### config.mk
export PLATFORM = sky130hd
export DESIGN_NAME = host_port_ctrl
export DESIGN_NICKNAME = d
export VERILOG_FILES = /design/src/rtl/host_port_pkg.sv /design/src/rtl/host_port_ctrl.sv
export SDC_FILE = /design/constraint.sdc
export NUM_CORES = 1
export LEC_CHECK = 0
export ABC_AREA = 0
export BUFFER_PORTS_ARGS = -buffer_cell sky130_fd_sc_hd__clkbuf_2
export CORE_ASPECT_RATIO = 1.1
export CORE_MARGIN = 1
export CORE_UTILIZATION = 50
export CTS_BUF_LIST = sky130_fd_sc_hd__clkbuf_4
export CTS_CLUSTER_DIAMETER = 40
export DETAILED_ROUTE_END_ITERATION = 10
export PLACE_DENSITY = 0.74
export RECOVER_POWER = 25
export SLEW_MARGIN = 0
export SYNTH_ARGS = -nofsm -noshare
export SYNTH_HDL_FRONTEND = slang
export SYNTH_SLANG_ARGS = --single-unit
export TNS_END_PERCENT = 30
### constraint.sdc
create_clock -name core_clk_i -period 2.6 [get_ports core_clk_i]
set_input_delay 0.52 -clock core_clk_i [delete_from_list [all_inputs] [get_ports core_clk_i]]
set_output_delay 0.52 -clock core_clk_i [all_outputs]
set_load 0.05 [all_outputs]
### src/rtl/host_port_pkg.sv
// Constants, field layouts and types for the host port mode and buffer pointer block
//------------------------------------------------------------
// Notes on behaviour
// - Wait field sets ready-low buffer cycles
// - Auto wait holds ready low until ready
// - Transfer-method bit picks programmed I/O or DMA in AT mode
// - Gated DMA enable from host, mirrored read-only
// - DMA request answered by acknowledge or access
// - Auto interrupt in AT mode on enable set or stop-high write
// - Auto-command disable blocks write-class commands
// - Data-width bit selects 16-bit host transfers in AT mode
// - Host-variant bit selects XT or AT operation
// - Hardware reset sets mode register defaults
// - Reset-control write clears pointers, stop 01FFH
// - Reset-control write aborts host operation
// - Soft-reset bit holds buffer and host registers
// - Read pointer bytes cleared on any reset
// - Write pointer also cleared on auto command
// - Stop match ends transfer, sets done, overshoots
// - Stop-high write restarts an enabled transfer
//------------------------------------------------------------
package host_port_pkg;

  // Register indices; byte address is four times the index
  localparam logic [7:0] DMA_CONTROL_IDX       = 8'h53;
  localparam logic [7:0] HOST_PORT_MODE_IDX    = 8'h58;
  localparam logic [7:0] BUFFER_RESET_CTRL_IDX = 8'h59;
  localparam logic [7:0] READ_POINTER_LOW_IDX  = 8'h5A;
  localparam logic [7:0] READ_POINTER_HIGH_IDX = 8'h5B;
  localparam logic [7:0] WRITE_POINTER_LOW_IDX = 8'h5C;
  localparam logic [7:0] WRITE_POINTER_HIGH_IDX = 8'h5D;
  localparam logic [7:0] STOP_POINTER_LOW_IDX  = 8'h5E;
  localparam logic [7:0] STOP_POINTER_HIGH_IDX = 8'h5F;
  localparam logic [7:0] HOST_DMA_STATUS_IDX   = 8'h60;
  localparam logic [7:0] IRQ_STATUS_IDX        = 8'h61;
  localparam logic [7:0] IRQ_MASK_IDX          = 8'h62;

  // Values after reset
  localparam logic [7:0]  MODE_RESET      = 8'h58;
  localparam logic        SOFT_RST_RESET  = 1'b1;
  localparam logic [15:0] POINTER_RESET   = 16'h0000;
  localparam logic [15:0] STOP_RESET      = 16'h01FF;
  localparam logic [2:0]  IRQ_MASK_RESET  = 3'h0;

  // Field positions
  localparam int HOST_WRITE_EN_BIT = 2;
  localparam int HOST_READ_EN_BIT  = 3;
  localparam int XFER_DONE_BIT     = 5;
  localparam int DMA_GATE_BIT      = 4;
  localparam int DMA_MIRROR_BIT    = 5;
  localparam int SOFT_RST_BIT      = 0;
  localparam int IRQ_DONE_BIT      = 0;
  localparam int IRQ_AUTO_GO_BIT   = 1;
  localparam int IRQ_AUTO_SKIP_BIT = 2;

  // Mode register layout, bit 7 first
  typedef struct packed {
    logic       host_variant_select;
    logic       data_width_16;
    logic       auto_cmd_disable;
    logic       auto_host_irq;
    logic       transfer_method_select;
    logic       auto_wait;
    logic [1:0] wait_cycle_field;
  } mode_type;

  // Host transfer sequencer
  typedef enum logic [1:0] {
    ST_IDLE   = 2'b00,
    ST_WAIT   = 2'b01,
    ST_ACCESS = 2'b10,
    ST_HOLD   = 2'b11
  } xfer_state_type;

endpackage

### src/rtl/host_port_ctrl.sv
// Host port mode control, buffer reset and buffer address pointers with APB access
`timescale 1ns/10ps
module host_port_ctrl (
  // Clock and reset
  input  wire logic        core_clk_i,
  input  wire logic        rstn_i,
  // APB slave
  input  wire logic        psel_i,
  input  wire logic        penable_i,
  input  wire logic        pwrite_i,
  input  wire logic [11:0] paddr_i,
  input  wire logic [31:0] pwdata_i,
  output logic      [31:0] prdata_o,
  output logic             pready_o,
  output logic             pslverr_o,
  output logic             irq_o,
  // Host bus pins
  input  wire logic        host_iow_n_i,
  input  wire logic        host_ior_n_i,
  input  wire logic        host_dack_n_i,
  input  wire logic        host_dma_enable_i,
  input  wire logic [15:0] host_data_i,
  output logic      [15:0] host_data_o,
  output logic             host_data_oe_o,
  output logic             host_ready_o,
  output logic             host_dreq_o,
  output logic             host_irq_o,
  // Automatic command request from the task file logic
  input  wire logic        auto_cmd_i,
  input  wire logic        auto_cmd_write_class_i,
  output logic             auto_cmd_go_o,
  // Buffer memory port
  input  wire logic        buf_grant_i,
  input  wire logic [7:0]  buf_rdata_i,
  output logic             buf_req_o,
  output logic             buf_we_o,
  output logic      [15:0] buf_addr_o,
  output logic      [7:0]  buf_wdata_o
);

  //------------------------------------------------------------
  // State
  //------------------------------------------------------------
  host_port_pkg::mode_type       mode_ff, nxt_mode;
  host_port_pkg::xfer_state_type state_ff, nxt_state;
  logic        soft_rst_ff, nxt_soft_rst;
  logic [15:0] buffer_read_pointer_ff, nxt_buffer_read_pointer;
  logic [15:0] buffer_write_pointer_ff, nxt_buffer_write_pointer;
  logic [15:0] stop_ff, nxt_stop;
  logic        hwe_ff, nxt_hwe;
  logic        hre_ff, nxt_hre;
  logic        done_ff, nxt_done;
  logic        host_dma_gate_ff, nxt_host_dma_gate;
  logic [2:0]  irq_stat_ff, nxt_irq_stat;
  logic [2:0]  irq_mask_ff, nxt_irq_mask;
  logic [1:0]  wcnt_ff, nxt_wcnt;
  logic        byte_ff, nxt_byte;
  logic [15:0] hdata_out_ff, nxt_hdata_out;
  logic        hirq_ff, nxt_hirq;
  logic        go_ff, nxt_go;
  logic        pready_ff, nxt_pready;
  logic [31:0] prdata_ff, nxt_prdata;
  logic [19:0] sync1_ff, sync2_ff;

  //------------------------------------------------------------
  // Decode and derived terms
  //------------------------------------------------------------
  logic [7:0] idx;
  logic       hit;
  logic       wr_en;
  logic       iow_s, ior_s, dack_s, host_dma_enable_s;
  logic       at_mode, wide, dma_mode, xfer_active, strobe, match;
  logic [7:0] rd_val;
  logic [15:0] act_ptr;

  assign idx               = paddr_i[9:2];
  assign wr_en             = psel_i & penable_i & pready_ff & pwrite_i & hit;
  assign iow_s             = sync2_ff[0];
  assign ior_s             = sync2_ff[1];
  assign dack_s            = sync2_ff[2];
  assign host_dma_enable_s = sync2_ff[3];
  assign at_mode  = ~mode_ff.host_variant_select;
  assign wide     = at_mode & mode_ff.data_width_16;
  assign dma_mode = at_mode & ~mode_ff.transfer_method_select;
  assign xfer_active = (hwe_ff | hre_ff) & ~done_ff & ~soft_rst_ff;
  // Acknowledge or plain programmed access both count as a strobe
  assign strobe   = hwe_ff ? ~iow_s : ~ior_s;
  assign act_ptr  = hre_ff ? buffer_read_pointer_ff : buffer_write_pointer_ff;
  // Full 16-bit compare; buffer-size masking lives outside this block
  assign match    = (act_ptr == stop_ff);

  // Register read mux and address hit
  always_comb begin
    hit    = 1'b1;
    rd_val = 8'h00;
    case (idx)
      host_port_pkg::DMA_CONTROL_IDX: begin
        rd_val[host_port_pkg::HOST_WRITE_EN_BIT] = hwe_ff;
        rd_val[host_port_pkg::HOST_READ_EN_BIT]  = hre_ff;
        rd_val[host_port_pkg::XFER_DONE_BIT]     = done_ff;
      end
      host_port_pkg::HOST_PORT_MODE_IDX:     rd_val = mode_ff;
      host_port_pkg::BUFFER_RESET_CTRL_IDX:  rd_val = {7'h00, soft_rst_ff};
      host_port_pkg::READ_POINTER_LOW_IDX:   rd_val = buffer_read_pointer_ff[7:0];
      host_port_pkg::READ_POINTER_HIGH_IDX:  rd_val = buffer_read_pointer_ff[15:8];
      host_port_pkg::WRITE_POINTER_LOW_IDX:  rd_val = buffer_write_pointer_ff[7:0];
      host_port_pkg::WRITE_POINTER_HIGH_IDX: rd_val = buffer_write_pointer_ff[15:8];
      host_port_pkg::STOP_POINTER_LOW_IDX:   rd_val = stop_ff[7:0];
      host_port_pkg::STOP_POINTER_HIGH_IDX:  rd_val = stop_ff[15:8];
      host_port_pkg::HOST_DMA_STATUS_IDX: begin
        rd_val[host_port_pkg::DMA_GATE_BIT]   = host_dma_gate_ff;
        rd_val[host_port_pkg::DMA_MIRROR_BIT] = host_dma_enable_s;
      end
      host_port_pkg::IRQ_STATUS_IDX:         rd_val = {5'h00, irq_stat_ff};
      host_port_pkg::IRQ_MASK_IDX:           rd_val = {5'h00, irq_mask_ff};
      default:                               hit = 1'b0;
    endcase
  end

  //------------------------------------------------------------
  // Next-state logic
  //------------------------------------------------------------
  // Later assignments override earlier ones: bus, then transfer, then resets
  always_comb begin
    nxt_mode                 = mode_ff;
    nxt_state                = state_ff;
    nxt_soft_rst             = soft_rst_ff;
    nxt_buffer_read_pointer  = buffer_read_pointer_ff;
    nxt_buffer_write_pointer = buffer_write_pointer_ff;
    nxt_stop                 = stop_ff;
    nxt_hwe                  = hwe_ff;
    nxt_hre                  = hre_ff;
    nxt_done                 = done_ff;
    nxt_host_dma_gate        = host_dma_gate_ff;
    nxt_irq_stat             = irq_stat_ff;
    nxt_irq_mask             = irq_mask_ff;
    nxt_wcnt                 = wcnt_ff;
    nxt_byte                 = byte_ff;
    nxt_hdata_out            = hdata_out_ff;
    nxt_hirq                 = hirq_ff;
    nxt_go                   = 1'b0;
    // One wait state gives the read mux a register stage
    nxt_pready = psel_i & penable_i & ~pready_ff;
    nxt_prdata = pready_ff ? 32'h0000_0000 : {24'h00_0000, rd_val};

    // Firmware register writes
    if (wr_en) begin
      case (idx)
        host_port_pkg::HOST_PORT_MODE_IDX:     nxt_mode = pwdata_i[7:0];
        host_port_pkg::READ_POINTER_LOW_IDX:   nxt_buffer_read_pointer[7:0] = pwdata_i[7:0];
        host_port_pkg::READ_POINTER_HIGH_IDX:  nxt_buffer_read_pointer[15:8] = pwdata_i[7:0];
        host_port_pkg::WRITE_POINTER_LOW_IDX:  nxt_buffer_write_pointer[7:0] = pwdata_i[7:0];
        host_port_pkg::WRITE_POINTER_HIGH_IDX: nxt_buffer_write_pointer[15:8] = pwdata_i[7:0];
        host_port_pkg::STOP_POINTER_LOW_IDX:   nxt_stop[7:0] = pwdata_i[7:0];
        host_port_pkg::HOST_DMA_STATUS_IDX:    nxt_host_dma_gate = pwdata_i[host_port_pkg::DMA_GATE_BIT];
        host_port_pkg::IRQ_MASK_IDX:           nxt_irq_mask = pwdata_i[2:0];
        host_port_pkg::DMA_CONTROL_IDX: begin
          nxt_hwe = pwdata_i[host_port_pkg::HOST_WRITE_EN_BIT];
          nxt_hre = pwdata_i[host_port_pkg::HOST_READ_EN_BIT];
          if (pwdata_i[host_port_pkg::HOST_WRITE_EN_BIT] | pwdata_i[host_port_pkg::HOST_READ_EN_BIT]) begin
            nxt_done = 1'b0;
            nxt_hirq = mode_ff.auto_host_irq & at_mode;
          end
        end
        host_port_pkg::STOP_POINTER_HIGH_IDX: begin
          nxt_stop[15:8] = pwdata_i[7:0];
          if (hwe_ff | hre_ff) begin
            nxt_done  = 1'b0;
            nxt_state = host_port_pkg::ST_IDLE;
            nxt_hirq  = mode_ff.auto_host_irq & at_mode;
          end
        end
        host_port_pkg::IRQ_STATUS_IDX:         nxt_irq_stat = irq_stat_ff & ~pwdata_i[2:0];
        default:                               nxt_soft_rst = soft_rst_ff;
      endcase
    end

    // Host transfer sequencer
    case (state_ff)
      host_port_pkg::ST_IDLE: begin
        if (xfer_active & strobe) begin
          nxt_hirq = 1'b0;
          nxt_byte = 1'b0;
          // Acknowledged DMA cycles skip programmed waits
          nxt_wcnt = (dma_mode & ~dack_s) ? 2'd0 : mode_ff.wait_cycle_field;
          nxt_state = (dma_mode & ~dack_s) || (mode_ff.wait_cycle_field == 2'd0) ?
                      host_port_pkg::ST_ACCESS : host_port_pkg::ST_WAIT;
        end
      end
      host_port_pkg::ST_WAIT: begin
        nxt_wcnt = wcnt_ff - 2'd1;
        if (wcnt_ff == 2'd1) begin
          nxt_state = host_port_pkg::ST_ACCESS;
        end
      end
      host_port_pkg::ST_ACCESS: begin
        if (buf_grant_i) begin
          if (hre_ff) begin
            if (byte_ff) begin
              nxt_hdata_out[15:8] = buf_rdata_i;
            end else begin
              nxt_hdata_out[7:0] = buf_rdata_i;
            end
            nxt_buffer_read_pointer = buffer_read_pointer_ff + 16'h0001;
          end else begin
            nxt_buffer_write_pointer = buffer_write_pointer_ff + 16'h0001;
          end
          if (match) begin
            nxt_done  = 1'b1;
            nxt_state = host_port_pkg::ST_HOLD;
          end else if (wide & ~byte_ff) begin
            nxt_byte = 1'b1;
          end else begin
            nxt_state = host_port_pkg::ST_HOLD;
          end
        end
      end
      host_port_pkg::ST_HOLD: begin
        if (iow_s & ior_s) begin
          nxt_state = host_port_pkg::ST_IDLE;
        end
      end
      default: nxt_state = host_port_pkg::ST_IDLE;
    endcase

    // Automatic command issue; write-class commands may be suppressed
    if (auto_cmd_i & at_mode & ~soft_rst_ff) begin
      if (mode_ff.auto_cmd_disable & auto_cmd_write_class_i) begin
        nxt_irq_stat[host_port_pkg::IRQ_AUTO_SKIP_BIT] = 1'b1;
      end else begin
        nxt_go                   = 1'b1;
        nxt_irq_stat[host_port_pkg::IRQ_AUTO_GO_BIT] = 1'b1;
        nxt_buffer_write_pointer = host_port_pkg::POINTER_RESET;
        nxt_stop                 = host_port_pkg::STOP_RESET;
        nxt_hwe                  = 1'b1;
        nxt_hre                  = 1'b0;
        nxt_done                 = 1'b0;
        nxt_state                = host_port_pkg::ST_IDLE;
      end
    end

    // Done event; set wins over a same-cycle clear
    if (nxt_done & ~done_ff) begin
      nxt_irq_stat[host_port_pkg::IRQ_DONE_BIT] = 1'b1;
    end

    // Reset-control write or held soft reset
    if (wr_en && (idx == host_port_pkg::BUFFER_RESET_CTRL_IDX)) begin
      nxt_soft_rst = pwdata_i[host_port_pkg::SOFT_RST_BIT];
    end
    if ((wr_en && (idx == host_port_pkg::BUFFER_RESET_CTRL_IDX)) || soft_rst_ff) begin
      nxt_buffer_read_pointer  = host_port_pkg::POINTER_RESET;
      nxt_buffer_write_pointer = host_port_pkg::POINTER_RESET;
      nxt_stop                 = host_port_pkg::STOP_RESET;
      nxt_hwe                  = 1'b0;
      nxt_hre                  = 1'b0;
      nxt_done                 = 1'b0;
      nxt_state                = host_port_pkg::ST_IDLE;
      nxt_hirq                 = 1'b0;
      nxt_host_dma_gate        = 1'b0;
      nxt_go                   = 1'b0;
    end
  end

  //------------------------------------------------------------
  // Registers
  //------------------------------------------------------------
  // Pin inputs pass two flip-flops before use
  always_ff @(posedge core_clk_i or negedge rstn_i) begin
    if (!rstn_i) begin
      sync1_ff <= 20'hF_FFF7;
      sync2_ff <= 20'hF_FFF7;
    end else begin
      sync1_ff <= {host_data_i, host_dma_enable_i, host_dack_n_i, host_ior_n_i, host_iow_n_i};
      sync2_ff <= sync1_ff;
    end
  end

  // Control and pointer state
  always_ff @(posedge core_clk_i or negedge rstn_i) begin
    if (!rstn_i) begin
      mode_ff                 <= host_port_pkg::MODE_RESET;
      state_ff                <= host_port_pkg::ST_IDLE;
      soft_rst_ff             <= host_port_pkg::SOFT_RST_RESET;
      buffer_read_pointer_ff  <= host_port_pkg::POINTER_RESET;
      buffer_write_pointer_ff <= host_port_pkg::POINTER_RESET;
      stop_ff                 <= host_port_pkg::STOP_RESET;
      hwe_ff                  <= 1'b0;
      hre_ff                  <= 1'b0;
      done_ff                 <= 1'b0;
      host_dma_gate_ff        <= 1'b0;
      irq_stat_ff             <= 3'h0;
      irq_mask_ff             <= host_port_pkg::IRQ_MASK_RESET;
      wcnt_ff                 <= 2'd0;
      byte_ff                 <= 1'b0;
      hdata_out_ff            <= 16'h0000;
      hirq_ff                 <= 1'b0;
      go_ff                   <= 1'b0;
      pready_ff               <= 1'b0;
      prdata_ff               <= 32'h0000_0000;
    end else begin
      mode_ff                 <= nxt_mode;
      state_ff                <= nxt_state;
      soft_rst_ff             <= nxt_soft_rst;
      buffer_read_pointer_ff  <= nxt_buffer_read_pointer;
      buffer_write_pointer_ff <= nxt_buffer_write_pointer;
      stop_ff                 <= nxt_stop;
      hwe_ff                  <= nxt_hwe;
      hre_ff                  <= nxt_hre;
      done_ff                 <= nxt_done;
      host_dma_gate_ff        <= nxt_host_dma_gate;
      irq_stat_ff             <= nxt_irq_stat;
      irq_mask_ff             <= nxt_irq_mask;
      wcnt_ff                 <= nxt_wcnt;
      byte_ff                 <= nxt_byte;
      hdata_out_ff            <= nxt_hdata_out;
      hirq_ff                 <= nxt_hirq;
      go_ff                   <= nxt_go;
      pready_ff               <= nxt_pready;
      prdata_ff               <= nxt_prdata;
    end
  end

  //------------------------------------------------------------
  // Outputs
  //------------------------------------------------------------
  assign prdata_o  = prdata_ff;
  assign pready_o  = pready_ff;
  assign pslverr_o = pready_ff & psel_i & penable_i & ~hit;
  assign irq_o     = |(irq_stat_ff & irq_mask_ff);
  // Ready low through waits, and through a pending access when auto wait is on
  assign host_ready_o = ~((state_ff == host_port_pkg::ST_WAIT) |
                          ((state_ff == host_port_pkg::ST_ACCESS) & mode_ff.auto_wait) |
                          ((state_ff == host_port_pkg::ST_IDLE) & xfer_active & strobe &
                           mode_ff.auto_wait));
  assign host_data_o    = hdata_out_ff;
  assign host_data_oe_o = hre_ff & ~ior_s & (state_ff == host_port_pkg::ST_HOLD);
  // Request only between cycles, gated by the host enable when enabled
  assign host_dreq_o = dma_mode & xfer_active & (state_ff == host_port_pkg::ST_IDLE) &
                       (~host_dma_gate_ff | host_dma_enable_s);
  assign host_irq_o    = hirq_ff;
  assign auto_cmd_go_o = go_ff;
  assign buf_req_o     = (state_ff == host_port_pkg::ST_ACCESS);
  assign buf_we_o      = (state_ff == host_port_pkg::ST_ACCESS) & hwe_ff;
  assign buf_addr_o    = act_ptr;
  assign buf_wdata_o   = byte_ff ? sync2_ff[19:12] : sync2_ff[11:4];

endmodule // host_port_ctrl

Yosys cells after proc, flatten, opt, wreduce, memory -nomap -nowiden
Cells that the tools add are included.
{ "totals": {"input_bits": 80, "ff_bits": 139, "out_inout_bits": 82, "elab_cells": 218} }
{ "op_classes": {"n_mux": 93, "reduce_logical": 21, "eq_ne": 21, "bitwise_logic": 51, "n_addsub": 3} }
{ "op_table": {"columns": ["cell", "n"], "rows": [
  ["two-way mux 16 bit", 17],
  ["== test 8 x 7 -> 1 bit, second input constant", 12],
  ["two-way mux 8 bit", 8],
  ["two-way mux 1 bit", 40],
  ["one-hot mux 2 bit (10 select lines)", 2],
  ["adder 16 x 1 -> 16 bit, second input constant", 2],
  ["two-way mux 2 bit", 16],
  ["bitwise AND 1 bit", 31],
  ["== test 16 bit", 1],
  ["one-hot mux 2 bit (7 select lines)", 1],
  ["inverter 1 bit", 12],
  ["nonzero test 2 bit", 6],
  ["OR reduction 12 bit", 1],
  ["AND reduction 2 bit", 5],
  ["one-hot mux 1 bit (9 select lines)", 1],
  ["one-hot mux 1 bit (8 select lines)", 1],
  ["one-hot mux 2 bit (4 select lines)", 1],
  ["AND reduction 4 bit", 2],
  ["bitwise AND 3 bit", 2],
  ["two-way mux 3 bit", 2],
  ["!= test 2 bit, second input constant", 3],
  ["one-hot mux 1 bit (2 select lines)", 3],
  ["bitwise OR 1 bit", 5],
  ["AND reduction 5 bit", 1],
  ["other kinds (10)", 14]
]} }

Longest topological paths before layout
{ "depth": {"depth_word": 13, "ltp_mapped": 7, "depth_no_buf": 7} }

Worst setup path after synthesis
Ideal clock, no wire load.
{ "synth_path": {"path_kind": "flip-flop to output port", "start": "register hre_ff", "end": "output port host_dreq_o", "path_stages_with_launch": 6, "path_slack_ns": -1.173, "t_arrival_ns": 3.253, "path_buffers": 2, "required_ns": 2.080, "cell_sequence": "dfrtp_1 -> buf_6 -> buf_6 -> nor2_1 -> nand3b_1 -> a2111oi_0"} }
{ "synth_between": {"elab_chain_len": 6} }
{ "synth_lines": {"columns": ["item", "line_no", "text"], "rows": [
  ["start: declaration", "host_port_ctrl.sv:51", "logic hre_ff, nxt_hre;"],
  ["start signal: assignment", "host_port_ctrl.sv:309", "hre_ff <= nxt_hre;"],
  ["bitwise OR 1 bit", "host_port_ctrl.sv:85", "assign xfer_active = (hwe_ff | hre_ff) & ~done_ff & ~soft_rst_ff;"],
  ["bitwise AND 1 bit (2 in a row)", "host_port_ctrl.sv:85", null],
  ["bitwise AND 1 bit (3 in a row)", "host_port_ctrl.sv:339", "assign host_dreq_o = dma_mode & xfer_active & (state_ff == host_port_pkg::ST_IDLE) &"],
  ["end: declaration", "host_port_ctrl.sv:26", "output logic host_dreq_o,"]
]} }
Every way passes these cells.

Worst setup path after layout
{ "layout_path": {"start": "register hre_ff", "end": "output port host_ready_o"} }
{ "layout_between": {"elab_chain_len": 8} }
{ "layout_lines": {"columns": ["item", "line_no", "text"], "rows": [
  ["bitwise OR 1 bit", "host_port_ctrl.sv:85", null],
  ["bitwise AND 1 bit (2 in a row)", "host_port_ctrl.sv:85", null],
  ["bitwise AND 1 bit (3 in a row)", "host_port_ctrl.sv:334", "((state_ff == host_port_pkg::ST_IDLE) & xfer_active & strobe &"],
  ["bitwise OR 1 bit", "host_port_ctrl.sv:333", "((state_ff == host_port_pkg::ST_ACCESS) & mode_ff.auto_wait) |"],
  ["inverter 1 bit", "host_port_ctrl.sv:332", "assign host_ready_o = ~((state_ff == host_port_pkg::ST_WAIT) |"],
  ["end: declaration", "host_port_ctrl.sv:25", "output logic host_ready_o,"]
]} }
Every way passes these cells.

==> results.sh <==
export IMPL_core_area_um2=14500
export IMPL_synthXorXnorAreaFrac_pct=1.99
export IMPL_die_area_um2=15400
export IMPL_crit_start="hre_ff"
export IMPL_ys_types=76
export IMPL_critPathTopFamily="flip-flops"
export IMPL_yosysSeqAreaShare_pct=47.4
export IMPL_nNetsFinal=969
export IMPL_yosysMostFrequentCell="dfrtp_1"
export IMPL_min_path_type="primary input to flop"
export IMPL_grt_pass1_wl_mm=34.2
export IMPL_synth_largest_area_cell="dfrtp_1"
export IMPL_finalHoldViolCount=0
export IMPL_cp_max_fo=22
export IMPL_crit_buf_inv=2
export IMPL_finalInstanceArea_um2=8910
export IMPL_status="finished with violations"
export IMPL_synth_top_area_share_pct=29.5
export IMPL_yosys_top_cells_count="dfrtp_1, nand2_1, dfstp_2, a21oi_1, nor2_1"
export IMPL_synthFlopType="dfrtp_1"
export IMPL_routed_via_density=6.10
export IMPL_root_buffer="clkbuf_4"
export IMPL_clock_skew_ps=20.6
export IMPL_hp_start="host_dma_enable_i"
export IMPL_placed_cell_area_um2=8390
export IMPL_grt_pass1_vias=6375
export IMPL_drtIter0Drc=717
export IMPL_max_stage_delay_ps=440
export IMPL_overflow=0
export IMPL_leakage_uw=0.00401
export IMPL_die_w_um=119
export IMPL_cp_start_kind="flop"
export IMPL_rsz0062_at_grt="false"
export IMPL_cts_buffers=17
export IMPL_finalCriticalPeriod_ps=2470
export IMPL_critPathSlowestCell="dfrtp_1"
export IMPL_drive_gt1_share_pct=34.0
export IMPL_period_share_pct=94.9
export IMPL_area_growth_pct=19.4
export IMPL_cp_required_ps=2080
export IMPL_vias=6659
export IMPL_synth_top_family_by_area="simple AND/OR/NAND/NOR gates"
export IMPL_yosys_top_cells_area="dfrtp_1, dfstp_2, mux2_2"
export IMPL_synth_seq_cells=139
export IMPL_syn_cell_area_um2=7470
export IMPL_finalSetupViolCount=0
export IMPL_whs_ps=46.9
export IMPL_wl_mm=21.8
export IMPL_drtPass1Iterations=6
export IMPL_powerDensity_nw_per_um2=490
export IMPL_r2r_setup_slack_ps=160
export IMPL_synth_edff_count=0
export IMPL_die_h_um=130
export IMPL_synth_cells=731
export IMPL_cts_sink_count=139
export IMPL_worst_slack_ps=132
export IMPL_path_cells="buf_12 -> nor2_4 -> nand4b_1 -> nand2b_1 -> a21boi_1 -> buf_4"
export IMPL_r2r_start="hre_ff"
export IMPL_drv_cap=1
export IMPL_place_gp_congestion=1.06
export IMPL_avgSynthCellArea_um2=10.2
export IMPL_wl_per_cell_um=20.0
export IMPL_max_slew_worst_pin_slew_ps=1510
export IMPL_ios=162
export IMPL_cts_tree="built"
export IMPL_antenna_found_initial=1
export IMPL_synth_mux_area_fraction_pct=11.0
export IMPL_yosys_warnings=0
export IMPL_fin_util_pct=61.5
export IMPL_cp_arrival_ps=1950
export IMPL_hpwl_mm=15.7
export IMPL_synthSimpleGateAreaFrac_pct=16.5
export IMPL_port_buffers=109
export IMPL_ir_drop_mv=0.451
export IMPL_async_flop_share_pct=100
export IMPL_drtAntennaViolNets=0
export IMPL_num_rows=46
export IMPL_cts_max_level=4
export IMPL_cts_buffer_depth=2
export IMPL_end_kind="output pin"
export IMPL_fmax_mhz=405
export IMPL_clk_pin_slew_ps=140
export IMPL_grt_max_degree=60
export IMPL_start_util_pct=51.5
export IMPL_synthAdderAreaFrac_pct=0.503
export IMPL_synth_compound_area_share_pct=16.3
export IMPL_max_slew_margin_pct=-0.627
export IMPL_violations="capacitance limit, slew limit"
export IMPL_drv_slew=59
export IMPL_drcViolationCount=0
export IMPL_track_usage_pct=29.3
export IMPL_crit_type="flop to output pin"
export IMPL_insertion_delay_ps=580
export IMPL_pre_cts_ws_ps=208
## state kept, by name (all words and copies together), names as in the netlist, 3 cells and up
| name | flops |
|---|---|
| buffer_read_pointer_ff | 16 |
| sync2_ff | 20 |
| irq_mask_ff | 3 |
| buffer_write_pointer_ff | 16 |
| prdata_o | 8 |
| stop_ff | 16 |
| sync1_ff | 20 |
| mode_ff | 8 |
| host_data_o | 16 |
| irq_stat_ff | 3 |
## routing by layer
metal	vias to the layer above	track usage [%]	wire length, um	share of wire (%)
li1	2968	-	-	-
met1	3232	37.4	8600	39
met2	383	47.3	10300	47
met3	76	6.38	1910	8.8
met4	0	15.3	986	4.5
met5	-	0	0	0
## path summary, 6_finish.rpt
path,end,depth (start not counted)
worst max-delay path,host_ready_o,6
worst max register to register,done_ff,6
worst min register to register,sync2_ff[19],0
worst min-delay path,sync1_ff[3],1
min in group asynchronous,buffer_write_pointer_ff[4],2
max in group asynchronous,sync1_ff[1],3
## stage by stage
stage	setup TNS, ps	power, uW	instances
finish	0	4370	1092
global route	0	4540	1092
CTS	0	4400	1091
detailed placement	0	2910	1038
global placement	0	2900	1038
floorplan	-132	2710	754
## what timing repair did
item,CTS,global route
setup buffers,1,0
endpoints found under the setup margin,2,1
gates resized for setup,5,2
hold buffers,20,0
pin swaps,1,1
hold endpoints to repair,64,0
## cells by family (layout without fill, tap and decap cells)
kind of cell | Yosys count | after routing
AND/OR/NAND/NOR | 227 | 227
other | 1 | 25
XOR/XNOR | 17 | 17
AO/OA/AOI/OAI | 185 | 185
flip-flops | 139 | 139
multiplexers | 73 | 73
adder cells (fa/ha/maj) | 3 | 3
buffers and inverters | 86 | 231
## power breakdown
group	internal (uW)	switching [uW]	leakage, uW	total (uW)
registers	2240	50.3	0.00174	2290
clock network	528	927	0.000164	1460
logic	190	428	0.00210	618
## cell type report
| class | instances | area, um^2 |
|---|---|---|
| antenna | 1 | 2.50 |
| tap | 192 | 240 |
| inverter | 23 | 86.3 |
| clock inverter | 15 | 169 |
| sequential | 139 | 3540 |
| timing repair buffer | 176 | 1170 |
| multi-input combinational | 529 | 3580 |
| clock buffer | 17 | 128 |
| fill | 1276 | 5590 |
## worst reg2reg max path: stages (launching register included)
cell and delay (ps):
dfrtp_1 430, buf_12 200, mux2i_1 360, xnor2_1 150, nor4_1 350, nand4_1 420
o31ai_1 400
## layout by cell type, fill, tap and decap left out, types with 6 or more instances in the layout
cell type / n
clkbuf_4: 17
a31oi_1: 15
nand2_1: 61
and3_1: 7
clkbuf_2: 107
and2_1: 6
buf_4: 44
inv_1: 22
nor2_1: 45
o211ai_1: 9
dfstp_2: 51
nand3_1: 26
a32oi_1: 8
dlygate4sd3_1: 20
o31ai_1: 7
nor4_1: 6
dfrtp_1: 87
mux2_2: 45
mux2i_1: 25
conb_1: 24
xor2_1: 9
xnor2_1: 8
nor2b_1: 7
a22oi_1: 10
a211oi_1: 8
inv_6: 7
a21oi_1: 47
nand4_1: 8
o21ai_0: 39
nor3_1: 18
(Power assumes the default switching activity.)
